## config.mk

```make
export PLATFORM = sky130hd
export DESIGN_NAME = ppl_password_lock
export DESIGN_NICKNAME = d
export VERILOG_FILES = /design/src/ppl_pkg.sv /design/src/ppl_level_decode.sv /design/src/ppl_password_lock.sv
export SDC_FILE = /design/constraint.sdc
export NUM_CORES = 1
export LEC_CHECK = 0
export ABC_CLOCK_PERIOD_IN_PS = 4760
export BUFFER_PORTS_ARGS = -buffer_cell sky130_fd_sc_hd__buf_2
export CELL_PAD_IN_SITES_DETAIL_PLACEMENT = 1
export CELL_PAD_IN_SITES_GLOBAL_PLACEMENT = 1
export CORE_AREA = 8 8 101 103
export DETAILED_ROUTE_END_ITERATION = 12
export DIE_AREA = 0 0 109 111
export PLACE_DENSITY_LB_ADDON = 0.1
export SYNTH_ARGS = -nofsm -noshare
export SYNTH_HDL_FRONTEND = slang
export SYNTH_SLANG_ARGS = --single-unit
export TNS_END_PERCENT = 50
```

## constraint.sdc

```tcl
create_clock -name clk_sys_i -period 4.76 [get_ports clk_sys_i]
set_input_delay 0.952 -clock clk_sys_i [delete_from_list [all_inputs] [get_ports clk_sys_i]]
set_output_delay 0.952 -clock clk_sys_i [all_outputs]
set_load 0.005 [all_outputs]
```

## src/ppl_pkg.sv

```systemverilog
// Purpose: Shared constants for the parameter password lock.
// Assumes: 32-bit register port, byte addresses on word boundaries.
// Notes:   Lock values are decimal parameter settings held in 14 bits.
package ppl_pkg;

  localparam int          VAL_W          = 14;
  localparam int          ADDR_W         = 8;
  localparam int          DATA_W         = 32;
  localparam int          CNT_W          = 3;

  localparam logic [7:0]  OFS_LOCK_LEVEL = 8'h00;
  localparam logic [7:0]  OFS_PASSWORD   = 8'h04;
  localparam logic [7:0]  OFS_STATUS     = 8'h08;
  localparam logic [7:0]  OFS_CONTROL    = 8'h0C;

  localparam logic [13:0] VAL_NO_LOCK    = 14'h270F;  // 9999
  localparam logic [13:0] VAL_PW_MIN     = 14'h03E8;  // 1000
  localparam logic [13:0] VAL_PW_MAX     = 14'h270E;  // 9998
  localparam logic [13:0] VAL_EXT_BASE   = 14'h0064;  // 100, counting levels sit above it
  localparam logic [13:0] VAL_LVL_MAX    = 14'h0006;  // 6
  localparam logic [13:0] LOCK_LEVEL_RST = 14'h270F;
  localparam logic [13:0] PASSWORD_RST   = 14'h270F;
  localparam logic [2:0]  ERR_LIMIT      = 3'h5;
  localparam logic [2:0]  ERR_CNT_RST    = 3'h0;

  localparam int          CTL_FULL_CLR   = 0;
  localparam int          CTL_PART_CLR   = 1;
  localparam int          CTL_COPY       = 2;

  typedef enum logic [1:0] {
    PPL_SRC_PANEL    = 2'h0,
    PPL_SRC_HANDHELD = 2'h1,
    PPL_SRC_NETWORK  = 2'h2,
    PPL_SRC_NONE     = 2'h3
  } ppl_src_type;

endpackage

```

## src/ppl_level_decode.sv

```systemverilog
// Purpose: Turns a lock level setting into four access permissions.
// Assumes: Level values are valid settings; others grant nothing.
// Notes:   Levels n and 100+n share one permission set.
`timescale 1ns/1ps
module ppl_level_decode
  import ppl_pkg::*;
(
  input  wire logic [ppl_pkg::VAL_W-1:0] level_i,  // Lock level setting.
  output logic                           lrd_o,    // Local read allowed.
  output logic                           lwr_o,    // Local write allowed.
  output logic                           nrd_o,    // Network read allowed.
  output logic                           nwr_o     // Network write allowed.
);

  logic [VAL_W-1:0] base;

  always_comb begin
    base = (level_i > VAL_EXT_BASE) ? level_i - VAL_EXT_BASE : level_i;
    {lrd_o, lwr_o, nrd_o, nwr_o} = 4'h0;
    if (level_i == VAL_NO_LOCK) begin
      {lrd_o, lwr_o, nrd_o, nwr_o} = 4'hF;
    end else begin
      case (base)
        14'h0001: {lrd_o, lwr_o, nrd_o, nwr_o} = 4'hA;
        14'h0002: {lrd_o, lwr_o, nrd_o, nwr_o} = 4'hB;
        14'h0003: {lrd_o, lwr_o, nrd_o, nwr_o} = 4'hE;
        14'h0004: {lrd_o, lwr_o, nrd_o, nwr_o} = 4'h0;
        14'h0005: {lrd_o, lwr_o, nrd_o, nwr_o} = 4'h3;
        14'h0006: {lrd_o, lwr_o, nrd_o, nwr_o} = 4'hC;
        default:  {lrd_o, lwr_o, nrd_o, nwr_o} = 4'h0;
      endcase
    end
  end

endmodule

```

## src/ppl_password_lock.sv

```systemverilog
// Purpose: Password lock gating parameter reads and writes from local and network sources.
// Assumes: All inputs come from logic on clk_sys_i; access requests are one-cycle strobes.
// Notes:   Registers: lock level, password entry, status, control (clear and copy commands).
`timescale 1ns/1ps
module ppl_password_lock
  import ppl_pkg::*;
(
  input  wire logic                     clk_sys_i,                     // System clock, 125 MHz.
  input  wire logic                     rst_n_i,                       // Synchronous reset, active low.
  input  wire logic [ppl_pkg::ADDR_W-1:0] addr_i,                      // Register byte address.
  input  wire logic [ppl_pkg::DATA_W-1:0] wr_data_i,                   // Register write data.
  input  wire logic                     wr_i,                          // Register write strobe.
  input  wire logic                     rd_i,                          // Register read strobe.
  output logic [ppl_pkg::DATA_W-1:0]    rd_data_o,                     // Read data, cycle after rd_i.
  input  wire logic                     acc_valid_i,                   // Parameter access request.
  input  wire logic                     acc_write_i,                   // Access is a write.
  input  wire ppl_pkg::ppl_src_type     acc_src_i,                     // Unit making the access.
  input  wire ppl_pkg::ppl_src_type     local_command_source_select_i, // Unit acting as local source.
  input  wire logic                     net_mode_i,                    // Network operation mode active.
  input  wire logic                     extended_display_hide_i,       // Parameter hidden from reading.
  input  wire logic                     write_protect_deny_i,          // Parameter write protected.
  input  wire logic                     acc_internal_i,                // Device's own update.
  input  wire logic                     acc_contrast_i,                // Target is the contrast setting.
  input  wire logic                     handheld_connected_i,          // Handheld unit fitted.
  input  wire logic                     output_running_i,              // Output voltage is driven.
  output logic                          acc_done_o,                    // Access decided, one pulse.
  output logic                          acc_grant_o,                   // Access allowed, with acc_done_o.
  output logic                          lock_indication_o,             // Denied by the password lock.
  output logic                          full_clear_o,                  // Full parameter clear pulse.
  output logic                          partial_clear_o,               // Partial parameter clear pulse.
  output logic                          copy_o,                        // Parameter copy pulse.
  output logic                          handheld_jog_operation_en_o,   // Handheld jog allowed.
  output logic                          easy_mode_switch_en_o,         // Easy setting mode switch allowed.
  output logic                          locked_o                       // Password registered.
);

  ////////////////////////////////////////////////////////////////////////////
  // State and permission decode.

  logic [VAL_W-1:0] lock_level_reg;
  logic [VAL_W-1:0] password_reg;
  logic             registered_reg;
  logic [CNT_W-1:0] err_cnt_reg;
  logic             lrd;
  logic             lwr;
  logic             nrd;
  logic             nwr;
  logic             ext_level;
  logic             lockout;
  logic [VAL_W-1:0] wr_val;
  logic             wr_level;
  logic             wr_pw;
  logic             wr_ctl;
  logic             full_clr_ok;
  logic             pw_match;

  ppl_level_decode u_decode (
    .level_i (lock_level_reg),
    .lrd_o   (lrd),
    .lwr_o   (lwr),
    .nrd_o   (nrd),
    .nwr_o   (nwr)
  );

  assign ext_level   = (lock_level_reg > VAL_EXT_BASE) && (lock_level_reg != VAL_NO_LOCK);
  assign lockout     = ext_level && (err_cnt_reg == ERR_LIMIT);
  assign wr_val      = wr_data_i[VAL_W-1:0];
  assign wr_level    = wr_i && (addr_i == OFS_LOCK_LEVEL);
  assign wr_pw       = wr_i && (addr_i == OFS_PASSWORD);
  assign wr_ctl      = wr_i && (addr_i == OFS_CONTROL);
  assign full_clr_ok = wr_ctl && wr_data_i[CTL_FULL_CLR] && !output_running_i;
  assign pw_match    = (wr_data_i[DATA_W-1:VAL_W] == '0) && (wr_val == password_reg);

  function automatic logic level_valid(input logic [VAL_W-1:0] v);
    logic [VAL_W-1:0] b;
    b = (v > VAL_EXT_BASE) ? v - VAL_EXT_BASE : v;
    return (v == VAL_NO_LOCK) || ((b >= 14'h0001) && (b <= VAL_LVL_MAX) && (v <= VAL_EXT_BASE + VAL_LVL_MAX));
  endfunction

  ////////////////////////////////////////////////////////////////////////////
  // Lock level setting. Writes are dropped rather than errored; software sees
  // the refusal by reading the value back.

  always_ff @(posedge clk_sys_i) begin
    if (!rst_n_i || full_clr_ok) begin
      lock_level_reg <= LOCK_LEVEL_RST;
    end else if (wr_level && !registered_reg && (wr_data_i[DATA_W-1:VAL_W] == '0) && level_valid(wr_val)) begin
      lock_level_reg <= wr_val;
    end
  end

  ////////////////////////////////////////////////////////////////////////////
  // Password registration, unlock and error counting.

  always_ff @(posedge clk_sys_i) begin
    if (!rst_n_i || full_clr_ok) begin
      password_reg   <= PASSWORD_RST;
      registered_reg <= 1'b0;
    end else if (wr_pw) begin
      if (!registered_reg) begin
        if ((lock_level_reg != VAL_NO_LOCK) && (wr_data_i[DATA_W-1:VAL_W] == '0) &&
            (wr_val >= VAL_PW_MIN) && (wr_val <= VAL_PW_MAX)) begin
          password_reg   <= wr_val;
          registered_reg <= 1'b1;
        end
      end else if (pw_match && !lockout) begin
        password_reg   <= PASSWORD_RST;
        registered_reg <= 1'b0;
      end
    end
  end

  always_ff @(posedge clk_sys_i) begin
    if (!rst_n_i || full_clr_ok) begin
      err_cnt_reg <= ERR_CNT_RST;
    end else if (wr_pw && registered_reg) begin
      if (pw_match && !lockout) begin
        err_cnt_reg <= ERR_CNT_RST;
      end else if (!pw_match && (err_cnt_reg != ERR_LIMIT)) begin
        err_cnt_reg <= err_cnt_reg + 3'h1;
      end
    end
  end

  ////////////////////////////////////////////////////////////////////////////
  // Clear and copy commands.

  always_ff @(posedge clk_sys_i) begin
    if (!rst_n_i) begin
      full_clear_o    <= 1'b0;
      partial_clear_o <= 1'b0;
      copy_o          <= 1'b0;
    end else begin
      full_clear_o    <= full_clr_ok;
      partial_clear_o <= wr_ctl && wr_data_i[CTL_PART_CLR] && !registered_reg && !output_running_i;
      copy_o          <= wr_ctl && wr_data_i[CTL_COPY] && !registered_reg;
    end
  end

  ////////////////////////////////////////////////////////////////////////////
  // Parameter access gating. The two selector restrictions are applied after the
  // lock; they deny silently because they are not password denials.

  logic src_local;
  logic src_net;
  logic pw_allow;
  logic sel_allow;
  logic bypass;

  always_comb begin
    src_local = (acc_src_i == local_command_source_select_i) && (acc_src_i != PPL_SRC_NONE);
    src_net   = (acc_src_i == PPL_SRC_NETWORK) && net_mode_i && !src_local;
    bypass    = acc_internal_i || (acc_contrast_i && handheld_connected_i);
    pw_allow  = 1'b0;
    if (!registered_reg) begin
      pw_allow = src_local || src_net;
    end else if (src_local) begin
      pw_allow = acc_write_i ? lwr : lrd;
    end else if (src_net) begin
      pw_allow = acc_write_i ? nwr : nrd;
    end
    sel_allow = acc_write_i ? !write_protect_deny_i : !extended_display_hide_i;
  end

  always_ff @(posedge clk_sys_i) begin
    if (!rst_n_i) begin
      acc_done_o        <= 1'b0;
      acc_grant_o       <= 1'b0;
      lock_indication_o <= 1'b0;
    end else begin
      acc_done_o        <= acc_valid_i;
      acc_grant_o       <= acc_valid_i && (acc_internal_i || (bypass ? 1'b1 : pw_allow) && sel_allow);
      lock_indication_o <= acc_valid_i && !bypass && registered_reg && (src_local || src_net) && !pw_allow;
    end
  end

  ////////////////////////////////////////////////////////////////////////////
  // Operator feature enables.

  always_ff @(posedge clk_sys_i) begin
    if (!rst_n_i) begin
      handheld_jog_operation_en_o <= 1'b1;
      easy_mode_switch_en_o       <= 1'b1;
      locked_o                    <= 1'b0;
    end else begin
      handheld_jog_operation_en_o <= !(registered_reg && !lrd && !lwr);
      easy_mode_switch_en_o       <= !(registered_reg && !lwr);
      locked_o                    <= registered_reg;
    end
  end

  ////////////////////////////////////////////////////////////////////////////
  // Register read port. Data stand for exactly one cycle.

  always_ff @(posedge clk_sys_i) begin
    if (!rst_n_i || !rd_i) begin
      rd_data_o <= '0;
    end else begin
      case (addr_i)
        OFS_LOCK_LEVEL: rd_data_o <= {18'h0_0000, lock_level_reg};
        OFS_PASSWORD: begin
          if (!registered_reg) begin
            rd_data_o <= {18'h0_0000, PASSWORD_RST};
          end else if (ext_level) begin
            rd_data_o <= {29'h000_0000, err_cnt_reg};
          end else begin
            rd_data_o <= '0;
          end
        end
        OFS_STATUS: rd_data_o <= {24'h00_0000, 1'b0, err_cnt_reg, 2'h0, lockout, registered_reg};
        default: rd_data_o <= '0;
      endcase
    end
  end
endmodule

```

==> results.txt <==
The flow ran to the end, and the final reports show no timing, DRC or antenna violations. The run gives 6.17 ps as the final clock skew. The setup path with the least slack is of type in -> reg. Input and output buffers added on the ports amount to 79. The first-pass GRT wire length is 17700 um.

The logs give 17.7% for the overall routing resource usage and 8490 um for the detailed placement HPWL. The via count of the first global-routing pass is 3456, and the part of the total power dissipated in the clock network is 37.6%. Summed over all layers, the routed wires come to 10800 um. The post-layout minimum cycle time works out to 3610 ps. The clock net in this run drives a total of 55 sinks.

The cell leakage power is 1.65 nW. The pin count of the biggest net entering global routing was 26; the clock-pin transition on the worst setup and hold timing paths was 100 ps. Sequential cells were found to cover 31.8% of the synthesized design area. The run gives 0 as the number of warnings issued by yosys. The floorplan has 34 rows.

The run gives 0 as the number of slew-limit violations in the final report. Share of the synthesized area in the top cell type: 31.8%. The initial standard-cell utilization of the core came out at 40.4%.

For this run, design rule violations remaining after detail routing come to 0. In this run the deepest clock path goes through 2 buffers. Counting flops with an async set or reset pin after synthesis yields a share of 0%. The clock insertion delay at the later pin of the skew report is 310 ps.

Instance count along the most critical hold path: 2. Among all flip-flop cells after synthesis, the most frequent one is sky130_fd_sc_hd__dfxtp_1. In the final routed layout, each cell accounts on average for 17.9 um.

The region available for standard cell placement spans 8550 um2. In this run the worst path has a maximum fanout of 25. The growth of design area from synthesis to finish was 14.1%. Traced cell by cell, the critical path runs through buf_2 > or4_1 > or4b_4 > or4_4 > a211oi_4 > a2bb2oi_2 > or3_1 > a21oi_1.

The number of distinct library cell variants in the gate-level netlist after synthesis is 66, and the initial antenna violation count is 0. The final critical path takes up 75.7% of the cycle. The number of instances in the synthesized netlist is 435. For this run, the number of standard cells in the final layout without fillers is 603. Derived from the worst setup path, the maximum achievable clock frequency is 277 MHz. Of the total power, the share spent switching nets is 24.6%. Setup repair after global routing left no endpoint under its margin. Setup violations remaining at the end of the flow were counted as 0. The die covers 12100 um2. The number of diodes is 0.

Slowest library cell on the worst path: sky130_fd_sc_hd__or4b_4. Counting cells, the worst reg-to-reg path comes to 9. The worst setup path is launched from an input pin. The source of the worst register-to-register timing path is lock_level_reg[2]$_SDFFE_PP1P_.

At the end of routability-driven placement, the weighted congestion stood at 0.825. The synthesized flop and latch total was 55; the detailed-route via count was 3343. The average instance area after synthesis came out at 7.95 um2. Global-route congestion overflow total: 0. The start point of the critical path is addr_i[5]. The setup total negative slack came out at 0 ps. The run gives 1091 as the number of fill cells in the layout. In this run, placement finished with an instance count of 595. Internal power comes to 0.000670 W. After the first detailed-routing iteration, the DRC count stood at 106. In this run the most critical hold path is launched from password_reg[5]$_SDFFE_PP0P_. The worst hold path belongs to the class reg -> reg. For the pin with the worst max-slew slack, the measured transition is 939 ps.

The tools report the count of max-cap constraint violations as 0. The largest incremental delay on the critical path works out to 570 ps. Sorting the synthesized cells by area gives the leading types as sky130_fd_sc_hd__dfxtp_1 32%, sky130_fd_sc_hd__buf_4 3.9%, sky130_fd_sc_hd__nor2_1 3.9%.

The first detailed-routing pass ran for 4 iterations. The critical path buffer and inverter count is 1. The biggest area consumer among synthesized cells was sky130_fd_sc_hd__dfxtp_1.

For flop-to-flop paths, the worst setup slack is 1300 ps. The endpoint class of the critical path was a flip-flop. In this run the cell area of the synthesized design comes to 3460 um2. The count of final hold-check violations is 0. The run gives 0.000219 W as the switching power of the nets. After detailed routing, the number of vias per cell comes to 5.54.

For the worst setup path, the data required time is 4990 ps. Counting the buffers created by CTS gives 5. VDD sags by at most 0.110 mV.

The logs give 0 for the buffers inserted during post-CTS setup optimization and 3830 ps for the arrival time at the worst endpoint. The relative slew slack was 37.4%. The power consumption was 0.000889 W; the portion of total power attributed to combinational logic was 10.6%.

After clock tree synthesis, the repair step resized 0 gates. The count of pins on the block boundary came out at 98. In this run, synthesis inferred 0 flip-flops with an integrated enable.

Overall die height: 111 um. TritonCTS built the clock tree. The floorplan step set the die width to 109 um. For the number of nets still failing antenna checks after routing, the log shows 0. End point of the worst hold path: password_reg[5]$_SDFFE_PP0P_. The run gives 51.9% as the proportion of power drawn by flip-flops and latches. The endpoint identified for the worst register-to-register timing path is password_reg[6]$_SDFFE_PP0P_. Power spread over the standard cell area amounts to 225 nW/um2. The root buffer cell chosen for the clock tree is sky130_fd_sc_hd__clkbuf_8.

Most numerous cell in the Yosys netlist: sky130_fd_sc_hd__dfxtp_1. In the final layout, the share of cells above drive strength 1 is 19.8%. Grouping stages by cell kind, the critical path spends the most delay in simple AND/OR/NAND/NOR gates.

Buffers inserted to repair hold after CTS numbered 0. The commonest cells after synthesis are 55 x sky130_fd_sc_hd__dfxtp_1, 36 x sky130_fd_sc_hd__nor2_1, 35 x sky130_fd_sc_hd__nand2_1. In this run the number of H-tree levels came out at 2.

The number of nets in the layout was 560.
worst register-to-register path: stages, from the launching register on:
cell and delay [ps]:
sky130_fd_sc_hd__dfxtp_1 610, sky130_fd_sc_hd__inv_1 190, sky130_fd_sc_hd__ha_1 270, sky130_fd_sc_hd__nand2b_1 180
sky130_fd_sc_hd__nand4_1 260, sky130_fd_sc_hd__a211oi_1 410, sky130_fd_sc_hd__nand4b_1 320, sky130_fd_sc_hd__a2bb2oi_2 740
sky130_fd_sc_hd__mux2i_1 280, sky130_fd_sc_hd__nor2_1 60
worst max path at each step:
stage	to	depth (start not counted)
after floorplan	lock_level_reg[0]$_SDFFE_PP1P_	11
after global placement	password_reg[4]$_SDFFE_PP0P_	8
after detailed placement	password_reg[4]$_SDFFE_PP0P_	8
after CTS	password_reg[4]$_SDFFE_PP0P_	8
after global routing	password_reg[6]$_SDFFE_PP0P_	9
final	password_reg[4]$_SDFFE_PP0P_	8
per-layer routing:
layer | up-vias | share of wire, % | track usage [%]
met5 | - | 0 | 0
met4 | 0 | 0.84 | 3.47
met3 | 7 | 4.7 | 2.62
met2 | 72 | 51 | 31.7
met1 | 1604 | 43 | 21.6
li1 | 1660 | - | -
metrics by stage:
stage          setup WS [ps]  hold slack (ps)  utilization (%)  area (um2)
2_1_floorplan           1260              443                -        3520
3_3_place_gp             942              450             44.7        3820
3_5_place_dp             855              462             44.7        3820
4_1_cts                 1160              475             46.1        3950
5_1_grt                  925              507             46.1        3950
6_report                1150              476             46.1        3950
cells in the final DEF (no fill, tap or decap), types with 3 or more instances in the layout:
cell type / Yosys / final
sky130_fd_sc_hd__xnor2_1: 6 / 6
sky130_fd_sc_hd__mux2i_1: 11 / 11
sky130_fd_sc_hd__xor2_1: 11 / 11
sky130_fd_sc_hd__and2_1: 9 / 9
sky130_fd_sc_hd__clkbuf_8: 0 / 6
sky130_fd_sc_hd__o31a_1: 5 / 5
sky130_fd_sc_hd__a22oi_1: 3 / 3
sky130_fd_sc_hd__o21ai_0: 6 / 6
sky130_fd_sc_hd__nor3b_1: 4 / 4
sky130_fd_sc_hd__dfxtp_1: 55 / 55
sky130_fd_sc_hd__o21a_1: 3 / 3
sky130_fd_sc_hd__nor4b_1: 4 / 4
sky130_fd_sc_hd__a211oi_1: 4 / 4
sky130_fd_sc_hd__nand2b_1: 4 / 4
sky130_fd_sc_hd__buf_2: 2 / 79
sky130_fd_sc_hd__nor2b_1: 11 / 11
sky130_fd_sc_hd__nor2_1: 36 / 36
sky130_fd_sc_hd__nand3_1: 8 / 8
sky130_fd_sc_hd__o21ai_1: 16 / 16
sky130_fd_sc_hd__conb_1: 1 / 18
sky130_fd_sc_hd__nand2_1: 35 / 35
sky130_fd_sc_hd__o211ai_1: 3 / 3
sky130_fd_sc_hd__nor3_1: 18 / 18
sky130_fd_sc_hd__ha_1: 9 / 9
sky130_fd_sc_hd__or3_1: 6 / 6
sky130_fd_sc_hd__a21oi_1: 19 / 19
sky130_fd_sc_hd__nor4_1: 16 / 16
sky130_fd_sc_hd__and3_1: 6 / 6
sky130_fd_sc_hd__inv_1: 12 / 12
sky130_fd_sc_hd__or4_1: 7 / 7
sky130_fd_sc_hd__nand3b_1: 6 / 6
sky130_fd_sc_hd__nand4_1: 10 / 10
sky130_fd_sc_hd__o22ai_1: 3 / 3
area by class of cell:
type,count,area (um2),area share [%]
Tap cell,108,135,3.43
Timing Repair Buffer,81,410,10.4
Clock buffer,6,82.6,2.09
Multi-Input combinational cell,338,2130,53.9
Clock inverter,2,38.8,0.983
Inverter,13,48.8,1.24
Sequential cell,55,1100,27.9
power by group through the flow:
stage | Sequential [W] | Combinational (W) | Clock, W
final | 0.000461 | 0.0000938 | 0.000334
after global routing | 0.000461 | 0.000105 | 0.000359
after CTS | 0.000461 | 0.0000933 | 0.000346
after detailed placement | 0.000472 | 0.0000928 | 0
after global placement | 0.000472 | 0.0000905 | 0
after floorplan | 0.000472 | 0.0000610 | 0
logic make-up (layout without fill, tap and decap cells):
kind of cell / count (synthesis) / in the layout / synth area share [%]
xor+xnor: 17 / 17 / 4.31
other cells: 1 / 18 / 0.108
fa+ha+maj: 9 / 9 / 3.26
flops: 55 / 55 / 31.8
compound gates: 87 / 87 / 17.2
mux: 11 / 11 / 3.19
simple gates: 196 / 196 / 31.7
buf+inv: 59 / 102 / 8.43
No activity file was read; power rests on OpenSTA's default activity.
